`src/gain_ctrl_pkg.sv`:
```
/*
 * package for the receiver gain control block: register map, field
 * positions, reset values, timing counts and carrier structs.
 * assumes a 100 MHz aclk and a 32-bit axi4-lite register bus.
 */
package gain_ctrl_pkg;

    // ----------------------------------------------------------------
    // timing
    // ----------------------------------------------------------------
    localparam int CLK_MHZ = 100;
    localparam int SQ_WIN_US = 50;
    localparam int SQ_WIN_CYC = SQ_WIN_US * CLK_MHZ;
    localparam int SQ_DELAY_NS = 18880;
    localparam int SQ_DELAY_CYC = (SQ_DELAY_NS * CLK_MHZ + 999) / 1000;
    localparam int SQ_MAX_TRANS = 2;
    localparam int AGC_FAST_PULSES = 8;

    // ----------------------------------------------------------------
    // gain state codes
    // ----------------------------------------------------------------
    localparam logic [3:0] STATE_MIN = 4'h0;
    localparam logic [3:0] STATE_PRESET = 4'h4;
    localparam logic [3:0] STATE_LAST = 4'ha;
    localparam logic [3:0] STRENGTH_MAX = 4'hd;
    localparam logic [2:0] FORCE_STAGE_RED = 3'h2;
    localparam logic [2:0] WINDOW_MAX = 3'h4;

    // ----------------------------------------------------------------
    // register byte offsets
    // ----------------------------------------------------------------
    localparam logic [7:0] OFS_RX_CONF2 = 8'h00;
    localparam logic [7:0] OFS_RX_CONF3 = 8'h04;
    localparam logic [7:0] OFS_RX_CONF4 = 8'h08;
    localparam logic [7:0] OFS_COMMAND = 8'h0c;
    localparam logic [7:0] OFS_GAIN_STATE = 8'h10;
    localparam logic [7:0] OFS_STRENGTH = 8'h14;

    // ----------------------------------------------------------------
    // field positions
    // ----------------------------------------------------------------
    localparam int BIT_SQ_DYN = 0;
    localparam int BIT_AGC_EN = 1;
    localparam int BIT_AGC_MODE = 2;
    localparam int BIT_AGC_ALG = 3;
    localparam int BIT_CLIP_EN = 0;
    localparam int BIT_FORCE = 1;
    localparam int BIT_CMD_CLR_GAIN = 0;
    localparam int BIT_CMD_SQUELCH = 1;
    localparam int BIT_CMD_CLR_STR = 2;
    localparam int BIT_CMD_PRESET = 3;

    // ----------------------------------------------------------------
    // reset values
    // ----------------------------------------------------------------
    localparam logic [3:0] RST_RX_CONF2 = 4'h2;
    localparam logic [1:0] RST_RX_CONF3 = 2'h0;
    localparam logic [3:0] RST_RX_CONF4 = 4'h0;
    localparam logic [3:0] PRESET_RX_CONF2 = 4'h2;
    localparam logic [1:0] PRESET_RX_CONF3 = 2'h3;

    localparam logic [1:0] RESP_OKAY = 2'h0;
    localparam logic [1:0] RESP_SLVERR = 2'h2;

    // ----------------------------------------------------------------
    // carriers
    // ----------------------------------------------------------------
    typedef struct packed {
        logic digitizer_out;
        logic agc_cmp_out;
        logic subcarrier_pulse;
        logic [3:0] strength_am;
        logic [3:0] strength_pm;
    } analog_in_t;

    typedef struct packed {
        logic [2:0] window_sel;
        logic [2:0] stage_red;
        logic clip_en;
    } analog_out_t;

    typedef struct packed {
        logic clr_gain;
        logic squelch;
        logic clr_strength;
        logic preset;
    } cmd_t;

endpackage

```
`src/peak_hold.sv`:
```
/*
 * peak hold of one 4-bit strength channel.
 * assumes the sampled code is synchronous to aclk.
 */
`timescale 1ns/1ps
module peak_hold
    import gain_ctrl_pkg::*;
(
    // clock and reset
    input wire logic aclk,
    input wire logic aresetn,
    // control
    input wire logic restart,
    input wire logic track,
    input wire logic [3:0] sample,
    // result
    output logic [3:0] peak
);
    logic [3:0] peak_reg;
    logic [3:0] clipped;
    logic [3:0] peak_next;

    assign clipped = (sample > STRENGTH_MAX) ? STRENGTH_MAX : sample;
    assign peak_next = restart ? 4'h0 :
                       (track && clipped > peak_reg) ? clipped : peak_reg;
    assign peak = peak_reg;

    always_ff @(posedge aclk) begin
        if (!aresetn) begin
            peak_reg <= 4'h0;
        end else begin
            peak_reg <= peak_next;
        end
    end
endmodule

```
`src/receiver_gain_control.sv`:
```
/*
 * receiver gain control: squelch, agc, strength peak hold, peer-mode
 * clip and force options, with an axi4-lite register slave.
 * assumes all analog inputs and rx_window are synchronous to aclk.
 */
// The implementer's own choices: the register addresses and the AXI4-Lite slave port.
`timescale 1ns/1ps
module receiver_gain_control
    import gain_ctrl_pkg::*;
(
    // clock and reset
    input wire logic aclk,
    input wire logic aresetn,
    // axi4-lite write address
    input wire logic [7:0] s_axi_awaddr,
    input wire logic s_axi_awvalid,
    output logic s_axi_awready,
    // axi4-lite write data
    input wire logic [31:0] s_axi_wdata,
    input wire logic [3:0] s_axi_wstrb,
    input wire logic s_axi_wvalid,
    output logic s_axi_wready,
    // axi4-lite write response
    output logic [1:0] s_axi_bresp,
    output logic s_axi_bvalid,
    input wire logic s_axi_bready,
    // axi4-lite read address
    input wire logic [7:0] s_axi_araddr,
    input wire logic s_axi_arvalid,
    output logic s_axi_arready,
    // axi4-lite read data
    output logic [31:0] s_axi_rdata,
    output logic [1:0] s_axi_rresp,
    output logic s_axi_rvalid,
    input wire logic s_axi_rready,
    // receive framing status
    input wire logic rx_window,
    input wire logic tx_end,
    input wire logic mask_timer_expired,
    // analog chain
    input wire analog_in_t ana_in,
    output analog_out_t ana_out
);

    // ----------------------------------------------------------------
    // registers and bus state
    // ----------------------------------------------------------------
    logic [3:0] conf2_reg;
    logic [1:0] conf3_reg;
    logic [3:0] conf4_reg;
    logic [3:0] gain_state_reg;
    logic [3:0] state_reg;
    logic aw_held_reg;
    logic w_held_reg;
    logic [7:0] aw_addr_reg;
    logic [31:0] w_data_reg;
    logic [3:0] w_strb_reg;
    logic bvalid_reg;
    logic [1:0] bresp_reg;
    logic rvalid_reg;
    logic [31:0] rdata_reg;
    logic [1:0] rresp_reg;

    function automatic logic addr_known(input logic [7:0] a);
        addr_known = (a == OFS_RX_CONF2) || (a == OFS_RX_CONF3) || (a == OFS_RX_CONF4) ||
                     (a == OFS_COMMAND) || (a == OFS_GAIN_STATE) || (a == OFS_STRENGTH);
    endfunction

    // ----------------------------------------------------------------
    // write channel: address and data taken in either order
    // ----------------------------------------------------------------
    wire wr_fire = aw_held_reg && w_held_reg && !bvalid_reg;
    wire wr_lane0 = wr_fire && w_strb_reg[0];
    wire wr_conf2 = wr_lane0 && aw_addr_reg == OFS_RX_CONF2;
    wire wr_conf3 = wr_lane0 && aw_addr_reg == OFS_RX_CONF3;
    wire wr_conf4 = wr_lane0 && aw_addr_reg == OFS_RX_CONF4;
    wire wr_cmd = wr_lane0 && aw_addr_reg == OFS_COMMAND;

    assign s_axi_awready = !aw_held_reg;
    assign s_axi_wready = !w_held_reg;
    assign s_axi_bvalid = bvalid_reg;
    assign s_axi_bresp = bresp_reg;

    always_ff @(posedge aclk) begin
        if (!aresetn) begin
            aw_held_reg <= 1'b0;
            w_held_reg <= 1'b0;
            aw_addr_reg <= 8'h00;
            w_data_reg <= 32'h0000_0000;
            w_strb_reg <= 4'h0;
            bvalid_reg <= 1'b0;
            bresp_reg <= RESP_OKAY;
        end else begin
            if (s_axi_awvalid && !aw_held_reg) begin
                aw_held_reg <= 1'b1;
                aw_addr_reg <= s_axi_awaddr;
            end
            if (s_axi_wvalid && !w_held_reg) begin
                w_held_reg <= 1'b1;
                w_data_reg <= s_axi_wdata;
                w_strb_reg <= s_axi_wstrb;
            end
            if (wr_fire) begin
                aw_held_reg <= 1'b0;
                w_held_reg <= 1'b0;
                bvalid_reg <= 1'b1;
                bresp_reg <= addr_known(aw_addr_reg) ? RESP_OKAY : RESP_SLVERR;
            end else if (bvalid_reg && s_axi_bready) begin
                bvalid_reg <= 1'b0;
            end
        end
    end

    // ----------------------------------------------------------------
    // commands: one-cycle pulses from the command register
    // ----------------------------------------------------------------
    cmd_t cmd;
    assign cmd.clr_gain = wr_cmd && w_data_reg[BIT_CMD_CLR_GAIN];
    assign cmd.squelch = wr_cmd && w_data_reg[BIT_CMD_SQUELCH] && !rx_window;
    assign cmd.clr_strength = wr_cmd && w_data_reg[BIT_CMD_CLR_STR];
    assign cmd.preset = wr_cmd && w_data_reg[BIT_CMD_PRESET];

    always_ff @(posedge aclk) begin
        if (!aresetn) begin
            conf2_reg <= RST_RX_CONF2;
            conf3_reg <= RST_RX_CONF3;
            conf4_reg <= RST_RX_CONF4;
        end else if (cmd.preset) begin
            conf2_reg <= PRESET_RX_CONF2;
            conf3_reg <= PRESET_RX_CONF3;
        end else begin
            if (wr_conf2) conf2_reg <= w_data_reg[3:0];
            if (wr_conf3) conf3_reg <= w_data_reg[1:0];
            if (wr_conf4) conf4_reg <= w_data_reg[3:0];
        end
    end

    wire sq_dyn = conf2_reg[BIT_SQ_DYN];
    wire agc_en = conf2_reg[BIT_AGC_EN];
    wire agc_first8 = conf2_reg[BIT_AGC_MODE];
    wire agc_zero_alg = conf2_reg[BIT_AGC_ALG];

    // ----------------------------------------------------------------
    // edge detection on the window and the comparators
    // ----------------------------------------------------------------
    logic rx_window_d_reg;
    logic dig_d_reg;
    logic agc_cmp_d_reg;
    logic pulse_d_reg;
    always_ff @(posedge aclk) begin
        if (!aresetn) begin
            rx_window_d_reg <= 1'b0;
            dig_d_reg <= 1'b0;
            agc_cmp_d_reg <= 1'b0;
            pulse_d_reg <= 1'b0;
        end else begin
            rx_window_d_reg <= rx_window;
            dig_d_reg <= ana_in.digitizer_out;
            agc_cmp_d_reg <= ana_in.agc_cmp_out;
            pulse_d_reg <= ana_in.subcarrier_pulse;
        end
    end
    wire win_rise = rx_window && !rx_window_d_reg;
    wire win_fall = !rx_window && rx_window_d_reg;
    wire dig_edge = ana_in.digitizer_out ^ dig_d_reg;
    wire agc_edge = ana_in.agc_cmp_out ^ agc_cmp_d_reg;
    wire pulse_rise = ana_in.subcarrier_pulse && !pulse_d_reg;

    // ----------------------------------------------------------------
    // squelch sequencer
    // ----------------------------------------------------------------
    typedef enum logic [2:0] {
        SQ_IDLE = 3'b001,
        SQ_WAIT = 3'b010,
        SQ_RUN = 3'b100
    } sq_state_t;
    sq_state_t sq_reg;
    sq_state_t sq_next;
    logic [12:0] sq_timer_reg;
    logic [1:0] sq_edges_reg;
    logic sq_cmd_reg;

    wire at_last = state_reg == STATE_LAST;
    wire sq_tick = sq_timer_reg == 13'(SQ_WIN_CYC - 1);
    wire sq_noisy = sq_edges_reg > 2'(SQ_MAX_TRANS);
    wire sq_step = (sq_reg == SQ_RUN) && sq_tick && sq_noisy && !at_last;
    wire sq_done = (sq_reg == SQ_RUN) && sq_tick && (!sq_noisy || at_last);
    wire sq_abort = (sq_reg != SQ_IDLE) && !sq_cmd_reg && mask_timer_expired;

    always_comb begin
        sq_next = sq_reg;
        case (sq_reg)
            SQ_IDLE: begin
                if (cmd.squelch) begin
                    sq_next = SQ_RUN;
                end else if (tx_end && sq_dyn) begin
                    sq_next = SQ_WAIT;
                end
            end
            SQ_WAIT: begin
                if (sq_abort) sq_next = SQ_IDLE;
                else if (sq_timer_reg == 13'(SQ_DELAY_CYC - 1)) sq_next = SQ_RUN;
            end
            SQ_RUN: begin
                if (sq_abort || sq_done || cmd.clr_gain) sq_next = SQ_IDLE;
            end
            default: sq_next = SQ_IDLE;
        endcase
    end

    wire sq_timer_clear = (sq_next != sq_reg) || sq_tick;
    wire [1:0] sq_edges_next = sq_timer_clear ? 2'd0 :
                               (dig_edge && sq_edges_reg != 2'd3) ? sq_edges_reg + 2'd1 : sq_edges_reg;

    always_ff @(posedge aclk) begin
        if (!aresetn) begin
            sq_reg <= SQ_IDLE;
            sq_timer_reg <= 13'd0;
            sq_edges_reg <= 2'd0;
            sq_cmd_reg <= 1'b0;
        end else begin
            sq_reg <= sq_next;
            sq_timer_reg <= sq_timer_clear ? 13'd0 : sq_timer_reg + 13'd1;
            sq_edges_reg <= (sq_reg == SQ_RUN) ? sq_edges_next : 2'd0;
            if (sq_reg == SQ_IDLE) sq_cmd_reg <= cmd.squelch;
        end
    end

    // ----------------------------------------------------------------
    // agc and the shared gain state
    // ----------------------------------------------------------------
    logic [3:0] pulse_cnt_reg;
    logic [3:0] sq_base_reg;
    wire agc_window = agc_first8 ? (pulse_cnt_reg < 4'(AGC_FAST_PULSES)) : 1'b1;
    wire agc_step = agc_en && rx_window && !win_rise && agc_window && agc_edge && !at_last;
    wire [3:0] agc_start = agc_zero_alg ? STATE_MIN : STATE_PRESET;

    always_ff @(posedge aclk) begin
        if (!aresetn) begin
            state_reg <= RST_RX_CONF4;
            sq_base_reg <= RST_RX_CONF4;
            pulse_cnt_reg <= 4'd0;
            gain_state_reg <= 4'h0;
        end else begin
            if (!rx_window || win_rise) pulse_cnt_reg <= 4'd0;
            else if (pulse_rise && pulse_cnt_reg != 4'hf) pulse_cnt_reg <= pulse_cnt_reg + 4'd1;
            if (cmd.clr_gain) begin
                state_reg <= conf4_reg;
                sq_base_reg <= conf4_reg;
            end else if (win_rise && agc_en) begin
                state_reg <= (agc_start > sq_base_reg) ? agc_start : sq_base_reg;
            end else if (win_fall) begin
                state_reg <= sq_base_reg;
            end else if (sq_step) begin
                state_reg <= state_reg + 4'd1;
                sq_base_reg <= state_reg + 4'd1;
            end else if (agc_step) begin
                state_reg <= state_reg + 4'd1;
            end
            if (win_fall) gain_state_reg <= state_reg;
        end
    end

    // ----------------------------------------------------------------
    // state code to analog settings: window first, then stage gain
    // ----------------------------------------------------------------
    wire force_on = conf3_reg[BIT_FORCE];
    wire [2:0] win_code = (state_reg > 4'(WINDOW_MAX)) ? WINDOW_MAX : state_reg[2:0];
    wire [3:0] red_wide = (state_reg > 4'(WINDOW_MAX)) ? state_reg - 4'(WINDOW_MAX) : 4'd0;
    always_ff @(posedge aclk) begin
        if (!aresetn) begin
            ana_out <= '0;
        end else begin
            ana_out.window_sel <= force_on ? WINDOW_MAX : win_code;
            ana_out.stage_red <= force_on ? FORCE_STAGE_RED : red_wide[2:0];
            ana_out.clip_en <= conf3_reg[BIT_CLIP_EN];
        end
    end

    // ----------------------------------------------------------------
    // strength peak hold on both channels
    // ----------------------------------------------------------------
    logic [3:0] str_am;
    logic [3:0] str_pm;
    wire str_restart = cmd.clr_strength || win_rise || agc_step;
    wire str_track = rx_window;

    peak_hold am_hold (
        .aclk(aclk),
        .aresetn(aresetn),
        .restart(str_restart),
        .track(str_track),
        .sample(ana_in.strength_am),
        .peak(str_am)
    );
    peak_hold pm_hold (
        .aclk(aclk),
        .aresetn(aresetn),
        .restart(str_restart),
        .track(str_track),
        .sample(ana_in.strength_pm),
        .peak(str_pm)
    );

    // ----------------------------------------------------------------
    // read channel: one read under way, answer a cycle after address
    // ----------------------------------------------------------------
    logic [31:0] rd_mux;
    always_comb begin
        case (s_axi_araddr)
            OFS_RX_CONF2: rd_mux = {28'h000_0000, conf2_reg};
            OFS_RX_CONF3: rd_mux = {30'h0000_0000, conf3_reg};
            OFS_RX_CONF4: rd_mux = {28'h000_0000, conf4_reg};
            OFS_GAIN_STATE: rd_mux = {28'h000_0000, gain_state_reg};
            OFS_STRENGTH: rd_mux = {24'h00_0000, str_pm, str_am};
            default: rd_mux = 32'h0000_0000;
        endcase
    end

    assign s_axi_arready = !rvalid_reg;
    assign s_axi_rvalid = rvalid_reg;
    assign s_axi_rdata = rdata_reg;
    assign s_axi_rresp = rresp_reg;

    always_ff @(posedge aclk) begin
        if (!aresetn) begin
            rvalid_reg <= 1'b0;
            rdata_reg <= 32'h0000_0000;
            rresp_reg <= RESP_OKAY;
        end else if (s_axi_arvalid && !rvalid_reg) begin
            rvalid_reg <= 1'b1;
            rdata_reg <= rd_mux;
            rresp_reg <= addr_known(s_axi_araddr) ? RESP_OKAY : RESP_SLVERR;
        end else if (rvalid_reg && s_axi_rready) begin
            rvalid_reg <= 1'b0;
        end
    end
endmodule

```
`config.mk`:
```
export PLATFORM = sky130hd
export DESIGN_NAME = receiver_gain_control
export DESIGN_NICKNAME = d
export VERILOG_FILES = /design/src/gain_ctrl_pkg.sv /design/src/peak_hold.sv /design/src/receiver_gain_control.sv
export SDC_FILE = /design/constraint.sdc
export NUM_CORES = 1
export LEC_CHECK = 0
export BUFFER_PORTS_ARGS = -buffer_cell sky130_fd_sc_hd__buf_4
export CORE_ASPECT_RATIO = 0.7
export CORE_MARGIN = 2
export CORE_UTILIZATION = 49
export CTS_BUF_LIST = sky130_fd_sc_hd__clkbuf_2
export CTS_CLUSTER_DIAMETER = 40
export CTS_CLUSTER_SIZE = 28
export DETAILED_ROUTE_END_ITERATION = 10
export GPL_ROUTABILITY_DRIVEN = 1
export PLACE_DENSITY = 0.79
export SLEW_MARGIN = 20
export SYNTH_ARGS = -nofsm -noshare
export SYNTH_HDL_FRONTEND = slang
export SYNTH_SLANG_ARGS = --single-unit
```
`constraint.sdc`:
```
create_clock -name aclk -period 2.3 [get_ports aclk]
set_clock_uncertainty 0.2 [all_clocks]
set_input_delay 0.46 -clock aclk [delete_from_list [all_inputs] [get_ports aclk]]
set_output_delay 0.46 -clock aclk [all_outputs]
set_load 0.005 [all_outputs]
```
**Word level (Yosys, flattened, before mapping)**

Cells that the tools add are included.

- Register bits: 117
- Input port bits: 73
- Output and inout port bits: 48

- Add/sub/neg operators: 5
- Order comparisons: 8
- Equal/unequal tests: 22
- Muxes and demuxes: 33
- Bitwise operators: 6
- Reductions and logical operators: 82

Operator list:

| kind | count |
|---|---|
| $mux 4 | 12 |
| $pmux 8 s5 | 1 |
| $logic_and 1x1->1 | 37 |
| $eq 8x4->1 const B | 4 |
| $eq 8x5->1 const B | 4 |
| $mux 3 | 8 |
| $logic_or 1x1->1 | 17 |
| $eq 8x3->1 const B | 2 |
| $logic_not 8->1 | 2 |
| $add 13x1->13 const B | 1 |
| $eq 13x11->1 const B | 1 |
| $eq 13x13->1 const B | 1 |
| $mux 2 | 6 |
| $logic_not 1->1 | 11 |
| $reduce_or 2->1 | 5 |
| $pmux 3 s3 | 1 |
| $reduce_or 3->1 | 3 |
| $add 4x1->4 const B | 2 |
| $gt 4x4->1 | 2 |
| $gt 4x4->1 const B | 2 |
| $reduce_bool 2->1 | 4 |
| $ne 2x2->1 const B | 3 |
| $mux 1 | 5 |
| $reduce_bool 5->1 | 1 |
| other kinds (17) | 21 |

**Longest topological paths before layout**

- Word-level depth: 12
- Mapped depth: 9
- Mapped depth without buffers: 8

**Cells and area by module**

A second synthesis with hierarchy kept.

- Cell total of the unflattened synthesis: 533
- Area, all modules: 4,765.8 um^2

By module, submodules not included:

| module | times used | cells each | area an instance (um^2) | sequential area each (um^2) |
|---|---|---|---|---|
| receiver_gain_control | 1 | 463 | 4,160.2 | 1,661.6 |
| peak_hold | 2 | 35 | 302.8 | 80.1 |

**Worst setup path after synthesis**

No wires, ideal clock.

- Path type: input to register
- From: in rx_window
- To: reg sq_timer_reg[10]
- Library setup time: 115 ps
- Data arrival time: 2,066 ps
- Data required time: 1,985 ps
- Setup slack: -81 ps
- Stages on the path: 7
- Path buffers: 1
- Cell sequence: or4b_1 or4_4 o32a_1 a22o_1 nand3_2 buf_6 nor2_1

- Longest elaborated chain between the ends: 7

Ends and longest elaborated chain:

| element | line | source |
|---|---|---|
| from (decl) | receiver_gain_control.sv:37 | `input wire logic rx_window,` |
| $logic_not 1->1 | receiver_gain_control.sv:119 | `assign cmd.squelch = wr_cmd && w_data_reg[BIT_CMD_SQUELCH] && !rx_window;` |
| $logic_and 1x1->1 | receiver_gain_control.sv:119 |  |
| $mux 3 | receiver_gain_control.sv:194 | `if (cmd.squelch) begin` |
| $pmux 3 s3 | receiver_gain_control.sv:192 | `case (sq_reg)` |
| $ne 3x3->1 | receiver_gain_control.sv:211 | `wire sq_timer_clear = (sq_next != sq_reg) \|\| sq_tick;` |
| $logic_or 1x1->1 | receiver_gain_control.sv:211 |  |
| $reduce_or 2->1 (no line) | n/a |  |
| to (signal assigned) | receiver_gain_control.sv:223 | `sq_timer_reg <= sq_timer_clear ? 13'd0 : sq_timer_reg + 13'd1;` |
| to (decl) | receiver_gain_control.sv:179 | `logic [12:0] sq_timer_reg;` |

No other way between the ends.
A chain may end at the register's enable or synchronous reset.

**Worst setup path in the final report**

- From: reg aw_addr_reg[1]
- To: reg sq_timer_reg[10]

- Longest elaborated chain between the ends: 9
- Elaborated cells on any way between the ends: 12

Ends and longest elaborated chain:

| element | line | source |
|---|---|---|
| from (decl) | receiver_gain_control.sv:55 | `logic [7:0] aw_addr_reg;` |
| from (signal assigned) | receiver_gain_control.sv:96 | `aw_addr_reg <= s_axi_awaddr;` |
| $eq 8x4->1 * | receiver_gain_control.sv:77 | `wire wr_cmd = wr_lane0 && aw_addr_reg == OFS_COMMAND;` |
| $logic_and 1x1->1 * | receiver_gain_control.sv:77 |  |
| $logic_and 1x1->1, on equally long branches | receiver_gain_control.sv:118, receiver_gain_control.sv:119 |  |
| $logic_or 1x1->1 or $logic_and 1x1->1 (tied branches) | receiver_gain_control.sv:205, receiver_gain_control.sv:119 |  |
| $mux 3, on equally long branches | receiver_gain_control.sv:205, receiver_gain_control.sv:194 |  |
| $pmux 3 s3 * | receiver_gain_control.sv:192 |  |
| $ne 3x3->1 * | receiver_gain_control.sv:211 |  |
| $logic_or 1x1->1 * | receiver_gain_control.sv:211 |  |
| $reduce_or 2->1 (no line) * | n/a |  |

Every way passes the cells marked *; elsewhere a longest branch is shown, timed or not.

==> impl_results.md <==
- Final Max Tran Viols: 0
- CTS Sinks: 91
- Die H: 84.59 um
- Core Footprint: 9035 um2
- Tot Pwr: 3.187 mW
- Startpoint types: flop
- Worst Path Required: 2570 ps
- Antenna diodes: 0
- Peak supply drop: 0.2745 mV
- CTS tree: yes
- Routed wire per std cell: 14.78 um
- FILL cells: 725
- Post-synthesis cell area: 4546 um2
- Worst Tran Pin Value: 644.1 ps
- CP Max Fanout: 7
- IO Count: 121
- CP cell instances: or4b_4 > or4_4 > o32a_1 > a22o_4 > nand3_4 > nor2_1
- Rows: 29
- Routed Wire Length: 11620 um
- Final hold slack: 31.11 ps
- First-pass DRT Iterations: 5
- Synth cell types: 57
- Fmax: 418.1 MHz
- Skew-Pair Late Insertion Delay: 570 ps
- Syn avg cell area: 8.433 um2
- Remaining routing DRC violations: 0
- Place WS: -288.2 ps
- Via Count: 4196
- Max FFs per register: 13
- EDFF count, synth: 0
- Root buffer cell: clkbuf_2
- Initial antenna violation count: 0
- Rel. slew slack: 56.77%
- Area Growth Syn to Fin: 28.46%
- Largest net degree at the start of global routing: 44
- Global route overflow: 0
- Post-route ant nets: 0
- Leak: 2.461 nW
- Vias in the first global route: 3928
- Period utilization: 104.0%
- Synth top area share: 40.08%
- DPL Wire Length: 8175 um
- Sequential fraction of the synthesis area: 40.08%
- Port bufs: 63
- CP Capture Type: flop
- Initial drt markers: 275
- Most numerous cell in the Yosys netlist: dfxtp_1
- RSZ-0062 raised after global routing: true
- Final Hold Viols: 0
- Async SR Flop Fraction: 0%
- Starting Density: 50.31%
- CP max stage delay: 530 ps
- Gpl congestion: 0.8870
- FF+latch count, synth: 91
- Setup Viol. Count Final: 15
- Vias/cell: 5.338
- Die extent in x: 119.1 um
- Worst path slowest cell: or4_4
- Worst Setup Path Type: flop to flop
- WP data arrival: 2660 ps
- Synth area leaders: dfxtp_1 (40%), nor2_1 (7.3%), mux2i_1 (6.2%)
- Die area: 10080 um2
- Power per Cell Area: 545.8 nW/um2
- Tmin final: 2392 ps
- Cell taking the most area after synthesis: dfxtp_1
- Post-Synthesis Cells: 539
- Top_reg_cell synth: dfxtp_1
- Most instantiated cells after synthesis: dfxtp_1 (91), nor2_1 (89), nand2_1 (35)
- Nets: 745
- Max-cap violations: 0
- Final setup margin: -91.83 ps
- Failing checks: setup timing
- Status: complete, but fails checks
- First-pass GRT wire length: 18760 um
- YS warnings: 0
- Gr usage total: 23.22%
- Worst hold path class: input port to flop
- Total CTS buffers: 9
- Clock buffer depth: 2
- Register clock-pin slew on the reported worst setup and hold paths: 250 ps
- H-tree depth: 3
- Share of layout cells above drive strength 1: 22.21%
==> through the flow <==
| step | TNS [ps] | utilization, % | cell area, um2 | std cells |
|---|---|---|---|---|
| 3_3_place_gp | -4199 | 58.23 | 5261 | 738 |
| 4_1_cts | -273.6 | 63.51 | 5738 | 780 |
| 5_1_grt | -1360 | 64.63 | 5839 | 786 |
| 6_report | -934.1 | 64.63 | 5839 | 786 |
| 3_5_place_dp | -5602 | 58.23 | 5261 | 738 |
| 2_1_floorplan | -800.6 | - | 4639 | 564 |
==> placed cells by master, fill, tap and decap left out, drive strengths merged, types with 3 or more instances in the layout <==
cell and n:
xnor2 11, ha 15, dfxtp 91, nand2b 6, nor3 11, nand4 7
and4 5, nor2b 9, nor2 89, nor4 4, a211oi 6, o21a 3
o22ai 3, nor4b 3, clkbuf 11, nor3b 5, inv 22, mux2i 28
o211ai 5, xor2 8, o21ai 15, a21boi 3, conb 26, or4b 4
nand3 24, and3 7, dlygate4sd3 27, nand3b 3, and2 7, bufinv 3
nand2 35, buf 103, a21oi 30, a221oi 4
==> final timing paths <==
| path | start | end | slack, ps | depth (start not counted) |
|---|---|---|---|---|
| worst max-delay path | aw_addr_reg[1]$_SDFFE_PN0P_ | sq_timer_reg[10]$_SDFF_PP0_ | -90 | 6 |
| worst min-delay path | ana_in[4] | am_hold.peak[0]$_SDFFE_PP0P_ | 30 | 3 |
| worst max register to register | aw_addr_reg[1]$_SDFFE_PN0P_ | sq_timer_reg[10]$_SDFF_PP0_ | -90 | 6 |
| worst min register to register | s_axi_rdata[6]$_SDFFE_PN0P_ | s_axi_rdata[6]$_SDFFE_PN0P_ | 270 | 2 |
==> logic make-up (layout without fill, tap and decap cells) <==
| logic type | count (synthesis) | after routing | synth area share [%] |
|---|---|---|---|
| mux | 28 | 28 | 6.166 |
| other cells | 1 | 26 | 0.08250 |
| flops | 91 | 91 | 40.08 |
| xor+xnor | 19 | 19 | 3.661 |
| compound gates | 86 | 86 | 12.19 |
| simple gates | 227 | 228 | 25.43 |
| fa+ha+maj | 15 | 15 | 4.129 |
| buf+inv | 72 | 169 | 8.258 |
==> report_power, final <==
part | internal (mW) | switching, mW
Combinational | 0.257 | 0.250
Sequential | 1.64 | 0.0424
Clock | 0.473 | 0.528
==> per-layer routing <==
metal | global-route usage, % | vias to the layer above | routed length [um]
met3 | 5.842 | 17 | 759
met4 | 5.952 | 0 | 140
met1 | 31.59 | 1953 | 5400
met2 | 37.04 | 156 | 5314
met5 | 0 | - | 0
li1 | - | 2070 | -
==> area by class of cell <==
cell class	count	area (um2)	area share, %
Sequential cell	91	1827	31.28
Timing Repair Buffer	130	1072	18.36
Tap cell	124	155.1	2.657
Inverter	23	86.33	1.478
Clock buffer	11	55.05	0.9428
Clock inverter	5	101.3	1.736
Multi-Input combinational cell	402	2542	43.54
==> timing repair <==
action,4_1_cts,5_1_grt
gates cloned,1,0
pin swaps,18,13
endpoints found under the hold margin,25,2
hold buffers,25,2
resized for setup,13,13
setup buffers,0,4
endpoints found under the setup margin,32,23
==> critical path: cells and delay by family (launching register included) <==
family / cells / cell delay (ps)
flip-flops: 1 / 380
AND/OR/NAND/NOR: 4 / 1220
AO/OA/AOI/OAI: 2 / 480
Note: power is estimated with default switching activity, not from simulation.
